**config.mk**
```make
export PLATFORM = sky130hd
export DESIGN_NAME = stif_top
export DESIGN_NICKNAME = d
export VERILOG_FILES = /design/src/hdl/stif_top.v
export VERILOG_INCLUDE_DIRS = /design/src /design/src/hdl
export SDC_FILE = /design/constraint.sdc
export NUM_CORES = 1
export LEC_CHECK = 0
export ABC_AREA = 1
export ABC_CLOCK_PERIOD_IN_PS = 8050
export BUFFER_PORTS_ARGS = -buffer_cell sky130_fd_sc_hd__clkbuf_2
export CORE_MARGIN = 2
export CORE_UTILIZATION = 30
export DETAILED_ROUTE_END_ITERATION = 12
export GPL_ROUTABILITY_DRIVEN = 0
export HOLD_SLACK_MARGIN = 0.06
export PLACE_DENSITY = 0.46
export SETUP_SLACK_MARGIN = 0.4
export SYNTH_ARGS = -nofsm -noshare
export SYNTH_HDL_FRONTEND = slang
export SYNTH_SLANG_ARGS = --single-unit
```
**constraint.sdc**
```tcl
create_clock -name ref_clk_i -period 8.05 [get_ports ref_clk_i]
set_input_delay 0.4025 -clock ref_clk_i [delete_from_list [all_inputs] [get_ports ref_clk_i]]
set_output_delay 0.4025 -clock ref_clk_i [all_outputs]
set_load 0.02 [all_outputs]
```
**src/hdl/stif_map.vh**
```
// Purpose: Register offsets, field layout, codes and timing of the serial terminal interface.
// Assumes: Included by the terminal interface top module only.
// Notes: Definitions only, no logic.
`ifndef STIF_MAP_VH
`define STIF_MAP_VH

`define STIF_RX_STATE_OFS 8'h00
`define STIF_RX_CTRL_OFS 8'h04
`define STIF_TX_STATE_OFS 8'h08
`define STIF_TX_CTRL_OFS 8'h0c
`define STIF_INT_STAT_OFS 8'h10
`define STIF_INT_MASK_OFS 8'h14

`define STIF_CODE_MSB 7
`define STIF_CODE_LSB 0
`define STIF_CHAR_MSB 15
`define STIF_CHAR_LSB 8

`define STIF_CODE_ABSENT 8'h00
`define STIF_CODE_READY 8'h01
`define STIF_CODE_ILLEGAL 8'h02
`define STIF_CODE_BUSY 8'h03
`define STIF_CODE_ERROR 8'h04
`define STIF_CODE_DONE 8'h05

`define STIF_OP_RESET 8'h00
`define STIF_OP_ACK 8'h01
`define STIF_OP_MOVE 8'h02

`define STIF_CTRL_RST 32'h0000_0000
`define STIF_CHAR_RST 8'h00
`define STIF_MASK_RST 4'h3

`define STIF_CLK_HZ 125000000
`define STIF_CHARS_PER_SEC 12500
// One character time in clocks: 125 MHz over 12500 characters a second.
`define STIF_CHAR_CYCLES 16'h2710

`endif

```
**src/hdl/stif_top.v**
```verilog
// Purpose: Serial terminal interface with independent receiver and transmitter sub-devices.
// Assumes: 125 MHz ref_clk_i; line-side signals synchronous to it; one-cycle bus strobes.
// Notes: Interrupt status bits 1:0 are the pending flags, bits 3:2 sticky completion events.
// Notes: A command written while its sub-device is busy is dropped whole, control word included.
//
// Added by the designer: the strobed register port.
`timescale 1ns/100ps
`include "stif_map.vh"

module stif_top #(
    parameter [15:0] CHAR_CYCLES = `STIF_CHAR_CYCLES
) (
    input wire ref_clk_i, // System clock.
    input wire rst_n_i, // Asynchronous reset, active low.
    input wire ce_i, // Clock enable, freezes state when low.
    input wire [7:0] addr_i, // Register byte address.
    input wire [31:0] wr_data_i, // Write data.
    input wire wr_i, // Write strobe.
    input wire rd_i, // Read strobe.
    output wire [31:0] rd_data_o, // Read data, cycle after rd_i.
    output wire irq_o, // Level interrupt.
    output wire [7:0] tx_data_o, // Character to the terminal.
    output wire tx_valid_o, // Character offered to the terminal.
    input wire tx_ready_i, // Terminal takes the character.
    input wire tx_err_i, // Terminal flags a send error with tx_ready_i.
    input wire [7:0] rx_data_i, // Character from the terminal.
    input wire rx_valid_i, // Terminal offers a character.
    input wire rx_err_i, // Terminal flags a receive error with rx_valid_i.
    output wire rx_ready_o // Receiver accepts a character.
);

    // Each sub-device walks IDLE, then XFER while the character is on the link, then PACE
    // until the character time is used up, so that back-to-back commands never beat the line rate.
    localparam [1:0] ST_IDLE = 2'b00;
    localparam [1:0] ST_XFER = 2'b01;
    localparam [1:0] ST_PACE = 2'b10;
    // One less than the character time, since the load cycle itself counts as the first.
    localparam [15:0] TMR_LOAD = CHAR_CYCLES - 16'h0001;

    reg rst_meta_reg;
    reg rst_q_reg;

    // Transmitter sub-device state.
    reg [1:0] tx_st_reg;
    reg [7:0] tx_code_reg;
    reg [7:0] tx_echo_char_field_reg;
    reg [31:0] tx_control_word_reg;
    reg [15:0] tx_tmr_reg;
    reg [7:0] tx_data_reg;
    reg tx_valid_reg;
    reg tx_bad_reg;
    reg tx_pend_reg;

    // Receiver sub-device state.
    reg [1:0] rx_st_reg;
    reg [7:0] rx_code_reg;
    reg [7:0] rx_char_field_reg;
    reg [31:0] rx_control_word_reg;
    reg [15:0] rx_tmr_reg;
    reg [7:0] rx_hold_reg;
    reg rx_ready_reg;
    reg rx_bad_reg;
    reg rx_pend_reg;

    // Interrupt side and registered read path.
    reg [1:0] evt_reg;
    reg [3:0] mask_reg;
    reg irq_reg;
    reg [31:0] rd_data_reg;
    reg [31:0] rd_data_next;
    reg [1:0] evt_next;
    reg [3:0] mask_next;
    reg irq_next;

    // The next code a command produces when the sub-device is idle.
    function [7:0] stif_cmd_code;
        input [7:0] op;
        begin
            case (op)
                `STIF_OP_RESET: stif_cmd_code = `STIF_CODE_READY;
                `STIF_OP_ACK: stif_cmd_code = `STIF_CODE_READY;
                `STIF_OP_MOVE: stif_cmd_code = `STIF_CODE_BUSY;
                default: stif_cmd_code = `STIF_CODE_ILLEGAL;
            endcase
        end
    endfunction

    // True for any operation code outside reset, acknowledge and move.
    function stif_is_illegal;
        input [7:0] op;
        begin
            stif_is_illegal = (op != `STIF_OP_RESET) && (op != `STIF_OP_ACK) && (op != `STIF_OP_MOVE);
        end
    endfunction

    // Saturating down-count, so an idle timer rests at zero.
    function [15:0] stif_dec;
        input [15:0] cnt;
        begin
            stif_dec = (cnt == 16'h0000) ? 16'h0000 : cnt - 16'h0001;
        end
    endfunction

    // Packs a code and its character into the layout software reads.
    function [31:0] stif_state_word;
        input [7:0] code;
        input [7:0] chr;
        begin
            stif_state_word = {16'h0000, chr, code};
        end
    endfunction

    // Address match of one register of the window.
    function stif_hit;
        input [7:0] addr;
        input [7:0] ofs;
        begin
            stif_hit = (addr == ofs);
        end
    endfunction

    // Completion code of a finished transfer.
    function [7:0] stif_done_code;
        input bad;
        begin
            stif_done_code = bad ? `STIF_CODE_ERROR : `STIF_CODE_DONE;
        end
    endfunction

    wire rst_q = rst_q_reg;
    // Operation and character fields of a command write.
    wire [7:0] wr_op = wr_data_i[`STIF_CODE_MSB:`STIF_CODE_LSB];
    wire [7:0] wr_char = wr_data_i[`STIF_CHAR_MSB:`STIF_CHAR_LSB];
    wire rx_wr = wr_i && stif_hit(addr_i, `STIF_RX_CTRL_OFS);
    wire tx_wr = wr_i && stif_hit(addr_i, `STIF_TX_CTRL_OFS);
    wire mask_wr = wr_i && stif_hit(addr_i, `STIF_INT_MASK_OFS);
    wire stat_rd = rd_i && stif_hit(addr_i, `STIF_INT_STAT_OFS);
    wire tx_idle = (tx_st_reg == ST_IDLE);
    wire rx_idle = (rx_st_reg == ST_IDLE);
    wire tx_start = tx_wr && tx_idle && (wr_op == `STIF_OP_MOVE);
    wire rx_start = rx_wr && rx_idle && (wr_op == `STIF_OP_MOVE);
    wire tx_take = (tx_st_reg == ST_XFER) && tx_ready_i;
    wire rx_take = (rx_st_reg == ST_XFER) && rx_valid_i;
    wire tx_fin = (tx_st_reg == ST_PACE) && (tx_tmr_reg == 16'h0000);
    wire rx_fin = (rx_st_reg == ST_PACE) && (rx_tmr_reg == 16'h0000);
    wire tx_ill = tx_wr && tx_idle && stif_is_illegal(wr_op);
    wire rx_ill = rx_wr && rx_idle && stif_is_illegal(wr_op);
    wire [1:0] evt_set = {(tx_fin | tx_ill), (rx_fin | rx_ill)};
    // Bits 3:2 are the sticky completion events, bits 1:0 the pending flags.
    wire [3:0] int_stat = {evt_reg, tx_pend_reg, rx_pend_reg};
    // The two state words as software sees them.
    wire [31:0] rx_state_word = stif_state_word(rx_code_reg, rx_char_field_reg);
    wire [31:0] tx_state_word = stif_state_word(tx_code_reg, tx_echo_char_field_reg);

    // Release of reset is synchronised; the first stage feeds only the second.
    // It ignores the clock enable, so reset always leaves within two edges.
    always @(posedge ref_clk_i or negedge rst_n_i) begin
        if (!rst_n_i) begin
            rst_meta_reg <= 1'b0;
            rst_q_reg <= 1'b0;
        end else begin
            rst_meta_reg <= 1'b1;
            rst_q_reg <= rst_meta_reg;
        end
    end

    // Transmitter sub-device.
    always @(posedge ref_clk_i or negedge rst_q) begin
        if (!rst_q) begin
            tx_st_reg <= ST_IDLE;
            tx_code_reg <= `STIF_CODE_READY;
            tx_echo_char_field_reg <= `STIF_CHAR_RST;
            tx_control_word_reg <= `STIF_CTRL_RST;
            tx_tmr_reg <= 16'h0000;
            tx_data_reg <= `STIF_CHAR_RST;
            tx_valid_reg <= 1'b0;
            tx_bad_reg <= 1'b0;
            tx_pend_reg <= 1'b0;
        end else if (ce_i) begin
            tx_tmr_reg <= stif_dec(tx_tmr_reg);
            case (tx_st_reg)
                ST_IDLE: begin
                    // Busy writes never reach here, so the running transfer is untouched.
                    if (tx_wr) begin
                        tx_control_word_reg <= wr_data_i;
                        tx_code_reg <= stif_cmd_code(wr_op);
                        if (wr_op == `STIF_OP_RESET) begin
                            tx_echo_char_field_reg <= `STIF_CHAR_RST;
                        end
                        if (tx_start) begin
                            tx_data_reg <= wr_char;
                            tx_valid_reg <= 1'b1;
                            tx_tmr_reg <= TMR_LOAD;
                            tx_st_reg <= ST_XFER;
                            tx_pend_reg <= 1'b0;
                        end else begin
                            tx_pend_reg <= stif_is_illegal(wr_op);
                        end
                    end
                end
                ST_XFER: begin
                    // The error flag only means something beside the accepting ready.
                    if (tx_take) begin
                        tx_valid_reg <= 1'b0;
                        tx_bad_reg <= tx_err_i;
                        tx_st_reg <= ST_PACE;
                    end
                end
                ST_PACE: begin
                    // Completion waits out the character time to cap the rate.
                    if (tx_fin) begin
                        tx_code_reg <= stif_done_code(tx_bad_reg);
                        tx_echo_char_field_reg <= tx_data_reg;
                        tx_pend_reg <= 1'b1;
                        tx_st_reg <= ST_IDLE;
                    end
                end
                default: begin
                    // An unused state code falls back to idle with the link released.
                    tx_st_reg <= ST_IDLE;
                    tx_valid_reg <= 1'b0;
                    tx_tmr_reg <= 16'h0000;
                    tx_bad_reg <= 1'b0;
                end
            endcase
        end
    end

    // Receiver sub-device, fully separate from the transmitter.
    always @(posedge ref_clk_i or negedge rst_q) begin
        if (!rst_q) begin
            rx_st_reg <= ST_IDLE;
            rx_code_reg <= `STIF_CODE_READY;
            rx_char_field_reg <= `STIF_CHAR_RST;
            rx_control_word_reg <= `STIF_CTRL_RST;
            rx_tmr_reg <= 16'h0000;
            rx_hold_reg <= `STIF_CHAR_RST;
            rx_ready_reg <= 1'b0;
            rx_bad_reg <= 1'b0;
            rx_pend_reg <= 1'b0;
        end else if (ce_i) begin
            rx_tmr_reg <= stif_dec(rx_tmr_reg);
            case (rx_st_reg)
                ST_IDLE: begin
                    // A fetch written while busy is dropped, as on the transmitter.
                    if (rx_wr) begin
                        rx_control_word_reg <= {24'h00_0000, wr_op};
                        rx_code_reg <= stif_cmd_code(wr_op);
                        if (wr_op == `STIF_OP_RESET) begin
                            rx_char_field_reg <= `STIF_CHAR_RST;
                        end
                        if (rx_start) begin
                            rx_ready_reg <= 1'b1;
                            rx_tmr_reg <= TMR_LOAD;
                            rx_st_reg <= ST_XFER;
                            rx_pend_reg <= 1'b0;
                        end else begin
                            rx_pend_reg <= stif_is_illegal(wr_op);
                        end
                    end
                end
                ST_XFER: begin
                    // The character waits in the hold register until the character time ends.
                    if (rx_take) begin
                        rx_ready_reg <= 1'b0;
                        rx_hold_reg <= rx_data_i;
                        rx_bad_reg <= rx_err_i;
                        rx_st_reg <= ST_PACE;
                    end
                end
                ST_PACE: begin
                    if (rx_fin) begin
                        rx_code_reg <= stif_done_code(rx_bad_reg);
                        // A failed receive keeps the last good character visible.
                        if (!rx_bad_reg) begin
                            rx_char_field_reg <= rx_hold_reg;
                        end
                        rx_pend_reg <= 1'b1;
                        rx_st_reg <= ST_IDLE;
                    end
                end
                default: begin
                    rx_st_reg <= ST_IDLE;
                    rx_ready_reg <= 1'b0;
                    rx_tmr_reg <= 16'h0000;
                    rx_bad_reg <= 1'b0;
                end
            endcase
        end
    end

    // Register read mux; unmapped addresses, and cycles without a read, give zero.
    // Control words read back as stored; the receiver keeps only its low byte.
    always @* begin
        rd_data_next = 32'h0000_0000;
        if (rd_i) begin
            case (addr_i)
                `STIF_RX_STATE_OFS: rd_data_next = rx_state_word;
                `STIF_RX_CTRL_OFS: rd_data_next = rx_control_word_reg;
                `STIF_TX_STATE_OFS: rd_data_next = tx_state_word;
                `STIF_TX_CTRL_OFS: rd_data_next = tx_control_word_reg;
                `STIF_INT_STAT_OFS: rd_data_next = {28'h000_0000, int_stat};
                `STIF_INT_MASK_OFS: rd_data_next = {28'h000_0000, mask_reg};
                default: rd_data_next = 32'h0000_0000;
            endcase
        end
    end

    // Next values of the interrupt side.
    always @* begin
        evt_next = evt_reg;
        mask_next = mask_reg;
        // A completion in the same cycle as the clearing read survives it.
        if (stat_rd) begin
            evt_next = 2'b00;
        end
        evt_next = evt_next | evt_set;
        if (mask_wr) begin
            mask_next = wr_data_i[3:0];
        end
        // The line drops only once every status bit enabled in mask_reg is clear.
        irq_next = |(int_stat & mask_reg);
    end

    // Bus side, event capture and interrupt line.
    always @(posedge ref_clk_i or negedge rst_q) begin
        if (!rst_q) begin
            evt_reg <= 2'b00;
            mask_reg <= `STIF_MASK_RST;
            irq_reg <= 1'b0;
            rd_data_reg <= 32'h0000_0000;
        end else if (ce_i) begin
            rd_data_reg <= rd_data_next;
            mask_reg <= mask_next;
            evt_reg <= evt_next;
            irq_reg <= irq_next;
        end
    end

    // Every output is a flop with no logic behind it.
    assign rd_data_o = rd_data_reg;
    assign irq_o = irq_reg;
    assign tx_data_o = tx_data_reg;
    assign tx_valid_o = tx_valid_reg;
    assign rx_ready_o = rx_ready_reg;

endmodule // stif_top

```
==> summary.md <==
### Status
• finished, final reports clean — status

### Place
• 4.69 ns — Worst Setup Slack post-DPL
• 15200 um — half-perimeter wire length after placement
• 99 — number of buffer cells added on primary ports

### Global route
• 0 — initial antenna violation count
• 65 — pin count of the biggest net entering global routing
• 35700 um — wire length of the first global-routing pass
• 6687 — number of global-route vias before repair
• 15.9% — GR Util All Layers
• 0 — total overflow reported by the global router

### Yosys
• 0.00814 mm^2 — post-synthesis cell area
• 1085 — net count after synthesis
• 0 — Synth Warn #
• sky130_fd_sc_hd__dfrtp_1 — most frequently used flop master after synthesis
• 100% — async set-reset flop share out of synthesis
• 49.6% — register area share after synthesis
• 1017 — post-synthesis cell count
• 161 — post-synthesis register bit count
• 40 — number of unique standard cell types used by synthesis
• 8.00 um^2 — Avg Cell Area, Syn
• 0 — number of flops mapped to enable cells by yosys

### Hold path
• 3 — Min-Delay Path Depth
• input pin to flip-flop — Hold/Removal Path Class
• tx_control_word_reg[19]$_DFFE_PN0P_ — worst min-delay path endpoint
• wr_data_i[19] — Worst Min Path Start

### Drt
• 0 — ANT nets after route
• 4 — 1st-pass router iterations
• 353 — number of DRC markers in iteration 0
• 6711 — count of vias placed by the detailed router
• 0 — number of remaining DRC errors
• 4.59 — via density per instance
• 21700 um — final wirelength
• 14.8 um — detailed-route wire length per cell

### Critical path
• 3.11 ns — CP arrival
• input pin — crit start category
• 7 — cells on worst reg2reg path
• input pin to flip-flop — class of the most critical setup path
• 36 — critical path fanouts, max
• tx_control_word_reg[1]$_DFFE_PN0P_ — RR Endpoint
• tx_st_reg[1]$_DFFE_PN0P_ — Reg2Reg Launch Point
• flip-flop — kind of end point of the critical path
• 8.33 ns — data required time of the critical path
• 5.50 ns — flop-to-flop setup slack

### Timing
• 0 ns — Setup Total Neg Slack
• 0 — hold violation total from the final report
• 35.1% — period utilization
• 0.353 GHz — highest clock rate
• 0.871 ns — slew of the pin with the lowest slew margin
• 0.177 ns — tightest hold margin
• 2.83 ns — final period demand of the worst path
• 0.0164 ns — worst-case clock skew
• 41.8% — slew margin rel.
• no — RSZ-0062 raised after global routing
• 0 — total count of max-transition violations in the final report
• 0 — count of final setup violators
• 5.22 ns — Worst Slack Setup Final

### Floorplanning
• 100 — top-level port count
• 169 um — Chip Height
• 0.0285 mm^2 — floorplan die area
• 30.4% — starting utilization of the core area
• 60 — cell row count
• 169 um — Chip Width
• 0.0268 mm^2 — Placeable Area

### Final layout
• 17.5% — Area growth, synth to finish
• 0 — diode count
• 1175 — number of nets in the finished design
• 35.7% — core occupancy in the finished layout
• 16.6% — share of layout cells above drive strength 1
• 2797 — number of inserted filler cells in the final layout

### Clock tree
• 0 — Post-CTS Setup Bufs
• sky130_fd_sc_hd__clkbuf_16 — CTS root buf
• 1 — quantity of hold-fixing buffers added after cts
• 4 — Max H-tree Level
• 0.43 ns — source-to-sink clock delay at the later pin of the worst-skew pair
• 0.07 ns — clock-pin slew of the registers on the worst-case setup and hold paths
• built — TritonCTS clock tree
• 161 — clock sinks
• 0 — Resized cells post-CTS
• 2 — Longest Clk Path Bufs
• 17 — clock buffers created by TritonCTS

### Power and ir drop
• 5.08 nW — LEAKAGE
• 275 mW/mm^2 — power density normalized to cell area
• 2.63 mW — total power of the final layout
• 113 uV — VDD IR max

### Flow run
• 0 — count of maximum capacitance violations

[area by class of cell]
class / count / area, um^2 / share of cell area (%)
Multi-Input combinational cell: 740 / 3610 / 37.8
Timing Repair Buffer: 104 / 536 / 5.60
Inverter: 83 / 312 / 3.26
Clock inverter: 13 / 196 / 2.05
Sequential cell: 161 / 4040 / 42.2
Tap cell: 341 / 427 / 4.46
Clock buffer: 19 / 443 / 4.63
[power breakdown]
group	switching [mW]	total [mW]	internal, mW
combinational	0.443	0.694	0.252
clock	0.350	0.884	0.535
sequential	0.116	1.05	0.938
total	0.908	2.63	1.72
[through the flow]
stage,instances,instance area (um^2)
CTS,1461,9560
global placement,1428,8910
finish,1461,9560
floorplan,1017,8140
detailed placement,1428,8910
global route,1461,9560
[metal layers]
layer	vias to the layer above	global-route usage, %	part of all wire [%]
li1	3413	-	-
met1	3180	22.5	50
met3	14	3.11	3.1
met5	-	0	0
met2	104	25.4	46
met4	0	3.64	1.0
[critical path: stages]
cell	delay, ns
sky130_fd_sc_hd__clkbuf_2	0.10
sky130_fd_sc_hd__nor2_4	0.17
sky130_fd_sc_hd__nand3_1	0.14
sky130_fd_sc_hd__nor2_4	0.69
sky130_fd_sc_hd__nand3_2	0.25
sky130_fd_sc_hd__nor2_4	0.60
sky130_fd_sc_hd__inv_2	0.48
sky130_fd_sc_hd__nand2_1	0.19
sky130_fd_sc_hd__o21ai_2	0.06
[cells in the final DEF (no fill, tap or decap), drive strengths merged, types with 5 or more instances in the layout]
cell type,synthesis,routed
a21oi,10,10
a32o,16,16
clkbuf,14,118
dfrtp,157,157
ha,11,11
inv,83,88
mux2,8,8
nand2,413,413
nand3,78,78
nand3b,9,9
nand4,13,13
nor2,97,97
o211ai,5,5
o21ai,50,50
xnor2,5,5
xor2,15,15
[logic make-up after synthesis]
logic type	share of synthesized area, %
other cells	0.0461
buf+inv	6.03
flops	49.6
mux	1.11
xor+xnor	2.15
simple gates	32.2
fa+ha+maj	1.69
compound gates	7.20
[synthesized netlist by cell type, types with 9 or more instances]
library cell               instances  area share (%)
sky130_fd_sc_hd__xor2_1           15             1.6
sky130_fd_sc_hd__nand2_1         407              19
sky130_fd_sc_hd__dfrtp_1         157              48
sky130_fd_sc_hd__nor2_1           84             3.9
sky130_fd_sc_hd__clkbuf_1         12            0.55
sky130_fd_sc_hd__o21ai_0          36             2.2
sky130_fd_sc_hd__nand4_1          13             1.0
sky130_fd_sc_hd__nand3_1          73             4.5
sky130_fd_sc_hd__nand3b_1          9            0.83
sky130_fd_sc_hd__a32o_1           16             2.0
sky130_fd_sc_hd__inv_1            80             3.7
sky130_fd_sc_hd__buf_2            12            0.74
sky130_fd_sc_hd__ha_1             11             1.7
[how the worst max path moves through the flow]
| stage | from | to | slack (ns) | cells after the start |
|---|---|---|---|---|
| after global placement | addr_i[7] | tx_control_word_reg[6]$_DFFE_PN0P_ | 4.76 | 9 |
| after CTS | addr_i[7] | tx_control_word_reg[1]$_DFFE_PN0P_ | 5.16 | 9 |
| after floorplan | rst_q$_DFF_PN0_ | evt_reg[0]$_DFFE_PN0P_ | 3.24 | 0 |
| final | addr_i[1] | tx_control_word_reg[1]$_DFFE_PN0P_ | 5.22 | 9 |
| after detailed placement | addr_i[7] | tx_control_word_reg[6]$_DFFE_PN0P_ | 4.69 | 9 |
| after global routing | addr_i[7] | tx_control_word_reg[1]$_DFFE_PN0P_ | 4.86 | 9 |
Power figures use the tool's default switching activity.
